File: src/core/fawwd_cfg.svh
// Offsets, field positions, reset values and timing constants of the fault and watchdog block
`ifndef FAWWD_CFG_SVH
`define FAWWD_CFG_SVH

// ----------------------------------------------------------------
// Register offsets
// ----------------------------------------------------------------
`define FAWWD_OFS_ACTION   7'h10
`define FAWWD_OFS_WINDOW   7'h11
`define FAWWD_OFS_IN0LIM   7'h12
`define FAWWD_OFS_IN1LIM   7'h13
`define FAWWD_OFS_TEMPLIM  7'h14
`define FAWWD_OFS_LINKMODE 7'h16

// ----------------------------------------------------------------
// Reset values
// ----------------------------------------------------------------
`define FAWWD_RST_ACTION   16'h8020
`define FAWWD_RST_WINDOW   16'h0018
`define FAWWD_RST_LIMIT    16'hFF00
`define FAWWD_RST_LINKMODE 16'h0000

// ----------------------------------------------------------------
// Fault action encodings
// ----------------------------------------------------------------
`define FAWWD_ACT_NONE  2'h0
`define FAWWD_ACT_CLEAR 2'h1
`define FAWWD_ACT_ALARM 2'h2
`define FAWWD_ACT_HIZ   2'h3

// ----------------------------------------------------------------
// Field widths of the window register
// ----------------------------------------------------------------
`define FAWWD_WIN_UNUSED 10

// ----------------------------------------------------------------
// Limit extension patterns
// ----------------------------------------------------------------
`define FAWWD_HI_FILL 4'hF
`define FAWWD_LO_FILL 4'h0

// ----------------------------------------------------------------
// Timebase
// ----------------------------------------------------------------
`define FAWWD_CLK_HZ    10000000
`define FAWWD_TICK_HZ   1200
`define FAWWD_TICK_DIV  (`FAWWD_CLK_HZ / `FAWWD_TICK_HZ)
`define FAWWD_CNT_W     13

`endif

File: src/core/fawwd_pkg.sv
// Types shared by the fault action and window watchdog block
package fawwd_pkg;

	// ----------------------------------------------------------------
	// Register layouts
	// ----------------------------------------------------------------
	typedef struct packed {
		logic [1:0] selfcheck_fault_action;
		logic [1:0] temperature_limit_action;
		logic [1:0] input1_limit_action;
		logic [1:0] input0_limit_action;
		logic [1:0] link_error_action;
		logic [1:0] reference_fault_action;
		logic [1:0] overheat_error_action;
		logic [1:0] overheat_warning_action;
	} fawwd_action_t;

	typedef struct packed {
		logic [9:0] unused;
		logic [2:0] window_upper_limit;
		logic [1:0] window_lower_limit;
		logic       window_timer_enable;
	} fawwd_window_t;

	typedef struct packed {
		logic [7:0] hiLimit;
		logic [7:0] loLimit;
	} fawwd_limit_t;

	// Register write request from the serial front end
	typedef struct packed {
		logic        valid;
		logic        viaBreak;
		logic [6:0]  addr;
		logic [15:0] data;
	} fawwd_wr_t;

	// Fault sources, one bit each
	typedef struct packed {
		logic selfcheck;
		logic reference;
		logic overheatError;
		logic overheatWarning;
		logic crcError;
	} fawwd_faults_t;

	typedef enum logic [1:0] {
		FAWWD_OUT_NORMAL = 2'b00,
		FAWWD_OUT_CLEAR  = 2'b01,
		FAWWD_OUT_ALARM  = 2'b10,
		FAWWD_OUT_HIZ    = 2'b11
	} fawwd_out_t;

	// Whole module state
	typedef struct packed {
		fawwd_action_t action;
		fawwd_window_t window;
		fawwd_limit_t  in0Lim;
		fawwd_limit_t  in1Lim;
		fawwd_limit_t  tempLim;
		logic          breakLinkMode;
		logic [13:0]   divCnt;
		logic [12:0]   winCnt;
		logic          wdError;
		logic [2:0]    limFault;
		fawwd_out_t    outMode;
		logic          alarmLevel;
		logic [15:0]   rdData;
	} fawwd_state_t;

endpackage : fawwd_pkg

File: src/core/fawwd_core.sv
// Fault action selection, window watchdog and diagnostic limit compare
//
// Function
// - Action codes: 0 none, 1 clear, 2 alarm voltage, 3 high impedance.
// - Self-diagnostic fault uses action bits 15-14, reset value 2.
// - Temperature outside limits uses action bits 13-12, reset 0.
// - Second input outside limits uses action bits 11-10, reset 0.
// - First input outside limits uses action bits 9-8, reset 0.
// - CRC or watchdog error share action bits 7-6, reset 0.
// - Reference fault uses action bits 5-4, reset value 2.
// - Overheat error above 130 C uses action bits 3-2, reset 0.
// - Overheat warning above 85 C uses action bits 1-0, reset 0.
// - Watchdog counts 1200 Hz ticks.
// - Enabled watchdog errors past upper limit; eight choices, reset code 3.
// - Lower limit code: 0 off, 64, 128, 512 ticks.
// - With lower limit on, only watchdog register writes restart the count.
// - With lower limit on, service outside window raises watchdog error.
// - With lower limit off, any register write restarts the count.
// - Window register bit 0 enables the watchdog, reset disabled.
// - High limit is field with four ones appended; greater result faults.
// - Low limit is field with four zeros appended; smaller result faults.
// - Link mode bit 0: 0 SPI, 1 break mode.
// - Link mode register written only through break link.
// - Polarity is register bit OR pin while pin enable is low.
// - Masked fault triggers no action; status still set.
`include "fawwd_cfg.svh"

module fawwd_core #(
	parameter int TICK_DIV = `FAWWD_TICK_DIV
) (
	input  wire logic                   clk,
	input  wire logic                   rst_b,
	input  wire fawwd_pkg::fawwd_wr_t   wrReq,
	input  wire logic [6:0]             rdAddr,
	input  wire fawwd_pkg::fawwd_faults_t faultIn,
	input  wire fawwd_pkg::fawwd_faults_t faultMask,
	input  wire logic                   wdMask,
	input  wire logic [2:0]             limMask,
	input  wire logic [11:0]            in0Result,
	input  wire logic [11:0]            in1Result,
	input  wire logic [11:0]            tempResult,
	input  wire logic                   resultValid,
	input  wire logic                   alarmLevelPolarity,
	input  wire logic                   secondInputPinEnable,
	input  wire logic                   polarityOrInputPin,
	output logic [15:0]                 rdData,
	output fawwd_pkg::fawwd_out_t       outMode,
	output logic                        alarmLevel,
	output logic                        breakLinkMode,
	output logic                        wdError,
	output logic [2:0]                  limFault
);

	// ----------------------------------------------------------------
	// State
	// ----------------------------------------------------------------
	fawwd_pkg::fawwd_state_t st_ff;
	fawwd_pkg::fawwd_state_t nxt_st;

	// Upper limit ticks per code
	function automatic logic [12:0] upTicks(input logic [2:0] code);
		case (code)
			3'h0: upTicks = 13'd64;
			3'h1: upTicks = 13'd128;
			3'h2: upTicks = 13'd512;
			3'h3: upTicks = 13'd1024;
			3'h4: upTicks = 13'd2048;
			3'h5: upTicks = 13'd3072;
			3'h6: upTicks = 13'd4096;
			default: upTicks = 13'd6144;
		endcase
	endfunction : upTicks

	// Lower limit ticks per code, zero when disabled
	function automatic logic [12:0] loTicks(input logic [1:0] code);
		case (code)
			2'h1: loTicks = 13'd64;
			2'h2: loTicks = 13'd128;
			2'h3: loTicks = 13'd512;
			default: loTicks = 13'd0;
		endcase
	endfunction : loTicks

	// Out-of-range compare with extended 12-bit limits
	function automatic logic outside(input logic [11:0] res, input fawwd_pkg::fawwd_limit_t lim);
		outside = (res > {lim.hiLimit, `FAWWD_HI_FILL})
			|| (res < {lim.loLimit, `FAWWD_LO_FILL});
	endfunction : outside

	// Map a fault action code onto the output mode
	function automatic fawwd_pkg::fawwd_out_t mapAct(input logic [1:0] act);
		case (act)
			`FAWWD_ACT_CLEAR: mapAct = fawwd_pkg::FAWWD_OUT_CLEAR;
			`FAWWD_ACT_ALARM: mapAct = fawwd_pkg::FAWWD_OUT_ALARM;
			`FAWWD_ACT_HIZ:   mapAct = fawwd_pkg::FAWWD_OUT_HIZ;
			default:          mapAct = fawwd_pkg::FAWWD_OUT_NORMAL;
		endcase
	endfunction : mapAct

	// Strongest action wins: hi-Z over alarm over clear over none
	function automatic logic [1:0] worst(input logic [1:0] a, input logic [1:0] b);
		worst = (a > b) ? a : b;
	endfunction : worst

	// ----------------------------------------------------------------
	// Next state
	// ----------------------------------------------------------------
	logic        tick;
	logic        anyWrite;
	logic        winWrite;
	logic        serviced;
	logic [12:0] upLim;
	logic [12:0] loLim;
	logic        loOn;
	logic [2:0]  limNow;
	logic [1:0]  act;

	// Combinational next state; a write this cycle is seen next cycle
	always_comb begin
		nxt_st = st_ff;
		tick = (st_ff.divCnt == 14'(TICK_DIV - 1));
		nxt_st.divCnt = tick ? 14'h0000 : st_ff.divCnt + 14'h0001;
		anyWrite = wrReq.valid;
		winWrite = wrReq.valid && (wrReq.addr == `FAWWD_OFS_WINDOW);
		upLim = upTicks(st_ff.window.window_upper_limit);
		loLim = loTicks(st_ff.window.window_lower_limit);
		loOn = (st_ff.window.window_lower_limit != 2'h0);
		// Restart source depends on whether the window is armed
		serviced = loOn ? winWrite : anyWrite;
		limNow = 3'h0;
		act = `FAWWD_ACT_NONE;

		// Register writes
		if (wrReq.valid) begin
			if (wrReq.addr == `FAWWD_OFS_ACTION) begin
				nxt_st.action = wrReq.data;
			end else if (wrReq.addr == `FAWWD_OFS_WINDOW) begin
				nxt_st.window = {{`FAWWD_WIN_UNUSED{1'b0}}, wrReq.data[5:0]};
			end else if (wrReq.addr == `FAWWD_OFS_IN0LIM) begin
				nxt_st.in0Lim = wrReq.data;
			end else if (wrReq.addr == `FAWWD_OFS_IN1LIM) begin
				nxt_st.in1Lim = wrReq.data;
			end else if (wrReq.addr == `FAWWD_OFS_TEMPLIM) begin
				nxt_st.tempLim = wrReq.data;
			end else if (wrReq.addr == `FAWWD_OFS_LINKMODE && wrReq.viaBreak) begin
				nxt_st.breakLinkMode = wrReq.data[0];
			end
		end

		// Window watchdog; error is sticky until the timer is disabled
		if (!st_ff.window.window_timer_enable) begin
			nxt_st.winCnt = 13'h0000;
			nxt_st.wdError = 1'b0;
		end else begin
			if (serviced) begin
				nxt_st.winCnt = 13'h0000;
				if (loOn && (st_ff.winCnt < loLim || st_ff.winCnt > upLim)) begin
					nxt_st.wdError = 1'b1;
				end
			end else if (tick && st_ff.winCnt <= upLim) begin
				nxt_st.winCnt = st_ff.winCnt + 13'h0001;
			end
			if (!serviced && st_ff.winCnt > upLim) begin
				nxt_st.wdError = 1'b1;
			end
		end

		// Limit compare on each new converter result
		limNow[0] = outside(in0Result, st_ff.in0Lim);
		limNow[1] = outside(in1Result, st_ff.in1Lim);
		limNow[2] = outside(tempResult, st_ff.tempLim);
		if (resultValid) begin
			nxt_st.limFault = limNow;
		end

		// Combine unmasked faults; action lasts while fault stands
		if (faultIn.selfcheck && !faultMask.selfcheck) begin
			act = worst(act, st_ff.action.selfcheck_fault_action);
		end
		if (st_ff.limFault[2] && !limMask[2]) begin
			act = worst(act, st_ff.action.temperature_limit_action);
		end
		if (st_ff.limFault[1] && !limMask[1]) begin
			act = worst(act, st_ff.action.input1_limit_action);
		end
		if (st_ff.limFault[0] && !limMask[0]) begin
			act = worst(act, st_ff.action.input0_limit_action);
		end
		if ((faultIn.crcError && !faultMask.crcError) || (st_ff.wdError && !wdMask)) begin
			act = worst(act, st_ff.action.link_error_action);
		end
		if (faultIn.reference && !faultMask.reference) begin
			act = worst(act, st_ff.action.reference_fault_action);
		end
		if (faultIn.overheatError && !faultMask.overheatError) begin
			act = worst(act, st_ff.action.overheat_error_action);
		end
		if (faultIn.overheatWarning && !faultMask.overheatWarning) begin
			act = worst(act, st_ff.action.overheat_warning_action);
		end
		nxt_st.outMode = mapAct(act);
		nxt_st.alarmLevel = alarmLevelPolarity
			|| (polarityOrInputPin && !secondInputPinEnable);

		// Read mux; unmapped offsets read zero
		if (rdAddr == `FAWWD_OFS_ACTION) begin
			nxt_st.rdData = st_ff.action;
		end else if (rdAddr == `FAWWD_OFS_WINDOW) begin
			nxt_st.rdData = st_ff.window;
		end else if (rdAddr == `FAWWD_OFS_IN0LIM) begin
			nxt_st.rdData = st_ff.in0Lim;
		end else if (rdAddr == `FAWWD_OFS_IN1LIM) begin
			nxt_st.rdData = st_ff.in1Lim;
		end else if (rdAddr == `FAWWD_OFS_TEMPLIM) begin
			nxt_st.rdData = st_ff.tempLim;
		end else if (rdAddr == `FAWWD_OFS_LINKMODE) begin
			nxt_st.rdData = {15'h0000, st_ff.breakLinkMode};
		end else begin
			nxt_st.rdData = 16'h0000;
		end
	end

	// ----------------------------------------------------------------
	// State register
	// ----------------------------------------------------------------
	always_ff @(posedge clk or negedge rst_b) begin
		if (!rst_b) begin
			st_ff <= '0;
			st_ff.action <= `FAWWD_RST_ACTION;
			st_ff.window <= `FAWWD_RST_WINDOW;
			st_ff.in0Lim <= `FAWWD_RST_LIMIT;
			st_ff.in1Lim <= `FAWWD_RST_LIMIT;
			st_ff.tempLim <= `FAWWD_RST_LIMIT;
			st_ff.breakLinkMode <= 1'b0;
		end else begin
			st_ff <= nxt_st;
		end
	end

	// Outputs straight from flops
	assign rdData        = st_ff.rdData;
	assign outMode       = st_ff.outMode;
	assign alarmLevel    = st_ff.alarmLevel;
	assign breakLinkMode = st_ff.breakLinkMode;
	assign wdError       = st_ff.wdError;
	assign limFault      = st_ff.limFault;

endmodule : fawwd_core

File: config.mk
export PLATFORM = sky130hd
export DESIGN_NAME = fawwd_core
export DESIGN_NICKNAME = d
export VERILOG_FILES = /design/src/core/fawwd_pkg.sv /design/src/core/fawwd_core.sv
export VERILOG_INCLUDE_DIRS = /design/src /design/src/core
export SDC_FILE = /design/constraint.sdc
export NUM_CORES = 1
export LEC_CHECK = 0
export BUFFER_PORTS_ARGS = -buffer_cell sky130_fd_sc_hd__buf_2
export CORE_ASPECT_RATIO = 0.7
export CORE_MARGIN = 8
export CORE_UTILIZATION = 40
export DETAILED_ROUTE_END_ITERATION = 8
export HOLD_SLACK_MARGIN = 0.15
export PLACE_DENSITY = 0.67
export SETUP_SLACK_MARGIN = 0.15
export SYNTH_ARGS = -nofsm -noshare
export SYNTH_HDL_FRONTEND = slang
export SYNTH_SLANG_ARGS = --single-unit
File: constraint.sdc
create_clock -name clk -period 12 [get_ports clk]
set_input_delay 0.6 -clock clk [delete_from_list [all_inputs] [get_ports clk]]
set_output_delay 0.6 -clock clk [all_outputs]
set_load 0.005 [all_outputs]
---- Word level (Yosys, flattened, before mapping) ----
Cells that the tools add are included.
operators by class
  muxes and demuxes ....................... 33
  equality and inequality tests ........... 28
  bitwise gates (word level) .............. 5
  order comparisons ....................... 17
  add/sub/neg operators ................... 2
  reductions and logical operators ........ 41
operator list
  kind                     count
  $pmux W13 S7             1
  $eq A7 B5 Y1 const B     12
  $mux W16                 5
  $gt A12 B12 Y1           3
  $lt A12 B12 Y1           3
  $mux W2                  16
  $pmux W10 S3             1
  $mux W14                 2
  $mux W13                 2
  $logic_and A1 B1 Y1      15
  $add A14 B1 Y14 const B  1
  $eq A14 B14 Y1 const B   1
  $gt A2 B2 Y1             7
  $add A13 B1 Y13 const B  1
  $gt A13 B13 Y1           1
  $le A13 B13 Y1           1
  $lt A13 B13 Y1           1
  $logic_not A1 Y1         11
  $eq A3 B3 Y1 const B     3
  $ne A3 B1 Y1 const B     3
  $eq A2 B2 Y1 const B     4
  $reduce_and A7 Y1        1
  $eq A3 B2 Y1 const B     2
  $logic_or A1 B1 Y1       6
  13 further kinds         23
word-level totals
  flip-flop bits (word level) ............. 121
  input bits .............................. 88
  output and inout port bits .............. 24
  word-level logic and storage cells ...... 151

---- Longest topological paths before layout ----
  depth after elaboration ................. 26
  depth in mapped cells ................... 31
  depth with buffers taken out ............ 31

---- Least setup slack after synthesis ----
Ideal clock, no wire load.
  path kind ............................... input to register
  from .................................... input port faultMask[4] (netlist bit)
  to ...................................... register st_ff, in the netlist outMode[0]
  arrival ................................. 5.319 ns
  buffers on the path ..................... 0
  required time ........................... 11.921 ns
  path slack .............................. 6.601 ns
  library setup time ...................... 0.079 ns
  stages .................................. 31
  cell sequence ........................... nand3b_1 ha_1 or3b_2 o21ai_0 inv_1 ha_1 nand2_1 o21ai_0 ha_1 and3b_1 a31oi_1 nand2_1 ha_1 a21oi_1 inv_1 ha_1 inv_1 nor2_1 a31o_2 a31oi_1 ha_1 or3b_2 a21oi_1 nor2_1 a21oi_1 ha_1 inv_1 a21oi_1 a21oi_1 nor2_1 mux2i_1
RTL lines
  item                    RTL line           source
  start: declaration      fawwd_core.sv:36   input wire fawwd_pkg::fawwd_faults_t faultMask,
  end signal: assignment  fawwd_core.sv:236  st_ff <= nxt_st;
  end: declaration        fawwd_core.sv:57   fawwd_pkg::fawwd_state_t st_ff;

==> results.txt <==
Num ports: 112
RSZ-0062 raised after global routing: no
Flops & latches, synth: 121
Final hold slack: 0.2890 ns
Slowest cell on the critical path: dfstp_2
Detailed-placement wirelength estimate: 16210 µm
Post-CTS sizing: 0
All-Layer GR Usage: 0.1866
WP depth: 31
Largest net degree at the start of global routing: 70
Synth area leaders: dfrtp_1 (31%), ha_1 (12%), dfstp_2 (9.9%)
HP Class: in2async
Max Cap Viol: 0
Number of buffers added on ports: 111
CP delay by family, top: compound AO/OA/AOI/OAI gates
GRT Residual Overflow: 0
Fill count: 1761
Drt first-iter violations: 550
CP Data Required Time: 12.34 ns
Unique masters post-synth: 58
Drt via density: 5.427
Core ar.: 0.01816 mm²
Area Growth Syn to Fin: 16.27%
Avg WL per Cell: 18.70 µm
Pins over their slew limit: 0
DR DRC count: 0
Initial core utilization: 0.4103
Worst Max-Slew Pin Slew: 1.077 ns
FFs w/ async S/R, synth: 1.000
Worst rel slew slack: 0.2790
Final worst path period share: 0.4868
Critical Path Start Type: flop
CTS sink cnt: 121
H-tree levels: 4
Pre-CTS setup slack: 5.984 ns
Most frequent CP cell: ha_1
DR pass1 iterations: 5
Register-to-Register Path Depth: 31
Die Ht: 130.2 µm
Final WL: 21280 µm
Worst VDD drop: 0.00008121 V
TritonCTS buffer count: 17
Die Wd: 179.1 µm
Final setup viols: 0
Static Leak: 0.004159 µW
Commonest cells in the synthesized netlist: dfrtp_1 (93), nand2_1 (89), o21ai_0 (78)
Highest Signal Layer: met5
PD cells: 138.4 mW/mm²
Syn_nets: 968
Top-area cell type share of the netlist area: 0.3123
Clock slew seen by the registers of the worst setup and hold paths: 0.06 ns
Worst setup EP type: flop
Tmin final: 5.842 ns
Primary FF master, synth: dfrtp_1
CP max FO: 4
Met3 Wirelength: 1739 µm
Metal-1 WL: 11310 µm
Final Hold Vio Count: 0
Hold_buf cts: 0
Setup TNS: 0 ns
Post-synth EDFFs: 0
Clock latency on the worst-skew pair: 0.42 ns
FMAX: 0.1712 GHz
Metal2 WL: 7922 µm
Placed insts: 1105
First-pass GRT wire length: 33020 µm
Crit-path max cell delay: 0.55 ns
CTS root buf: clkbuf_16
WS Path Type: reg2reg
Layout Skew: 0.004789 ns
Yosys warns: 0
Antenna violations before repair: 1
Syn Area/Cell: 9.221 µm²
Die ar.: 0.02332 mm²
Routability cong.: 0.8670
CTS tree: built
Clk buf depth: 2
WP buf/inv: 4
Register area share after synthesis: 0.4111
Row cnt: 41
Post-synth top area cell: dfrtp_1
Post-DRT Antenna Nets: 0
Share of layout cells above drive strength 1: 0.2353
Number of global-route vias before repair: 5851
Synth Instances: 808
Post-CTS Repair Setup Buffers: 0
Outcome: finished clean
Most instantiated library cell after synthesis: dfrtp_1
Final cell count without fillers: 1138
Routed via count: 6176
Crit path arrival time: 6.18 ns
Post-route setup slack: 6.158 ns
# nets final: 1048
Synthesized area: 0.007451 mm²
Post-layout util: 0.4771
## state kept, by name, summed over array words and instances, names as in the netlist
signal	count
st_ff	97
rdData	16
limFault	3
outMode	2
alarmLevel	1
breakLinkMode	1
wdError	1
## cell type report
class                      count  area (µm²)  share of cell area
inverter                      76       285.3             0.03293
sequential                   121        3063              0.3536
clock buffer                  17       425.4             0.04910
clock inverter                15       177.7             0.02051
timing repair buffer         116       595.6             0.06875
antenna                        1       2.502           0.0002889
multi-input combinational    556        3819              0.4408
tap                          236       295.3             0.03408
## per-layer routing
layer	GRT usage	vias up
met5	0	-
met4	0.05615	2
met3	0.05281	27
met2	0.2360	212
met1	0.2926	2955
li1	-	2980
## path summary, 6_finish.rpt
path | start | endpoint | slack (ns)
worst max-delay path | st_ff[130] | outMode[0] | 6.16
worst min-delay path | rst_b | alarmLevel | 0.29
worst max register to register | st_ff[130] | outMode[0] | 6.16
worst min register to register | st_ff[41] | st_ff[41] | 0.49
max in group asynchronous | rst_b | rdData[11] | 10.46
min in group clk | alarmLevelPolarity | alarmLevel | 0.39
## cells in the final DEF, fill, tap and decap left out, types with 8 or more instances in the layout
cell type / count
buf_2: 110
dfrtp_1: 93
nand2_1: 89
o21ai_0: 78
inv_1: 76
ha_1: 72
nor2_1: 49
a21oi_1: 28
dfstp_2: 28
nand4_1: 19
nor3_1: 18
mux2_2: 17
xnor2_1: 17
clkbuf_16: 17
o31ai_1: 14
a22oi_1: 13
nand3_1: 11
mux2i_1: 10
a221o_1: 10
nor2b_1: 9
xor2_1: 8
## cells by family after synthesis
| logic type | Yosys count | share of synthesized area |
|---|---|---|
| flip-flops | 121 | 0.4111 |
| XOR/XNOR | 25 | 0.02939 |
| adder cells (fa/ha/maj) | 72 | 0.1209 |
| AO/OA/AOI/OAI | 179 | 0.1490 |
| multiplexers | 27 | 0.03913 |
| AND/OR/NAND/NOR | 253 | 0.1726 |
| buffers and inverters | 131 | 0.07792 |
## report_power, final
group	switching (µW)	internal, µW	total [µW]
Clock	199	327	526
Sequential	24.0	451	475
Combinational	120	77.6	198
Total	344	855	1200
## through the flow
stage | power (µW) | area (µm²)
2_1_floorplan | 598.0 | 7451
6_report | 1199 | 8663
3_5_place_dp | 675.3 | 8058
3_3_place_gp | 669.1 | 8058
5_1_grt | 1256 | 8661
4_1_cts | 1204 | 8661
No activity file was read; power rests on OpenSTA's default activity.
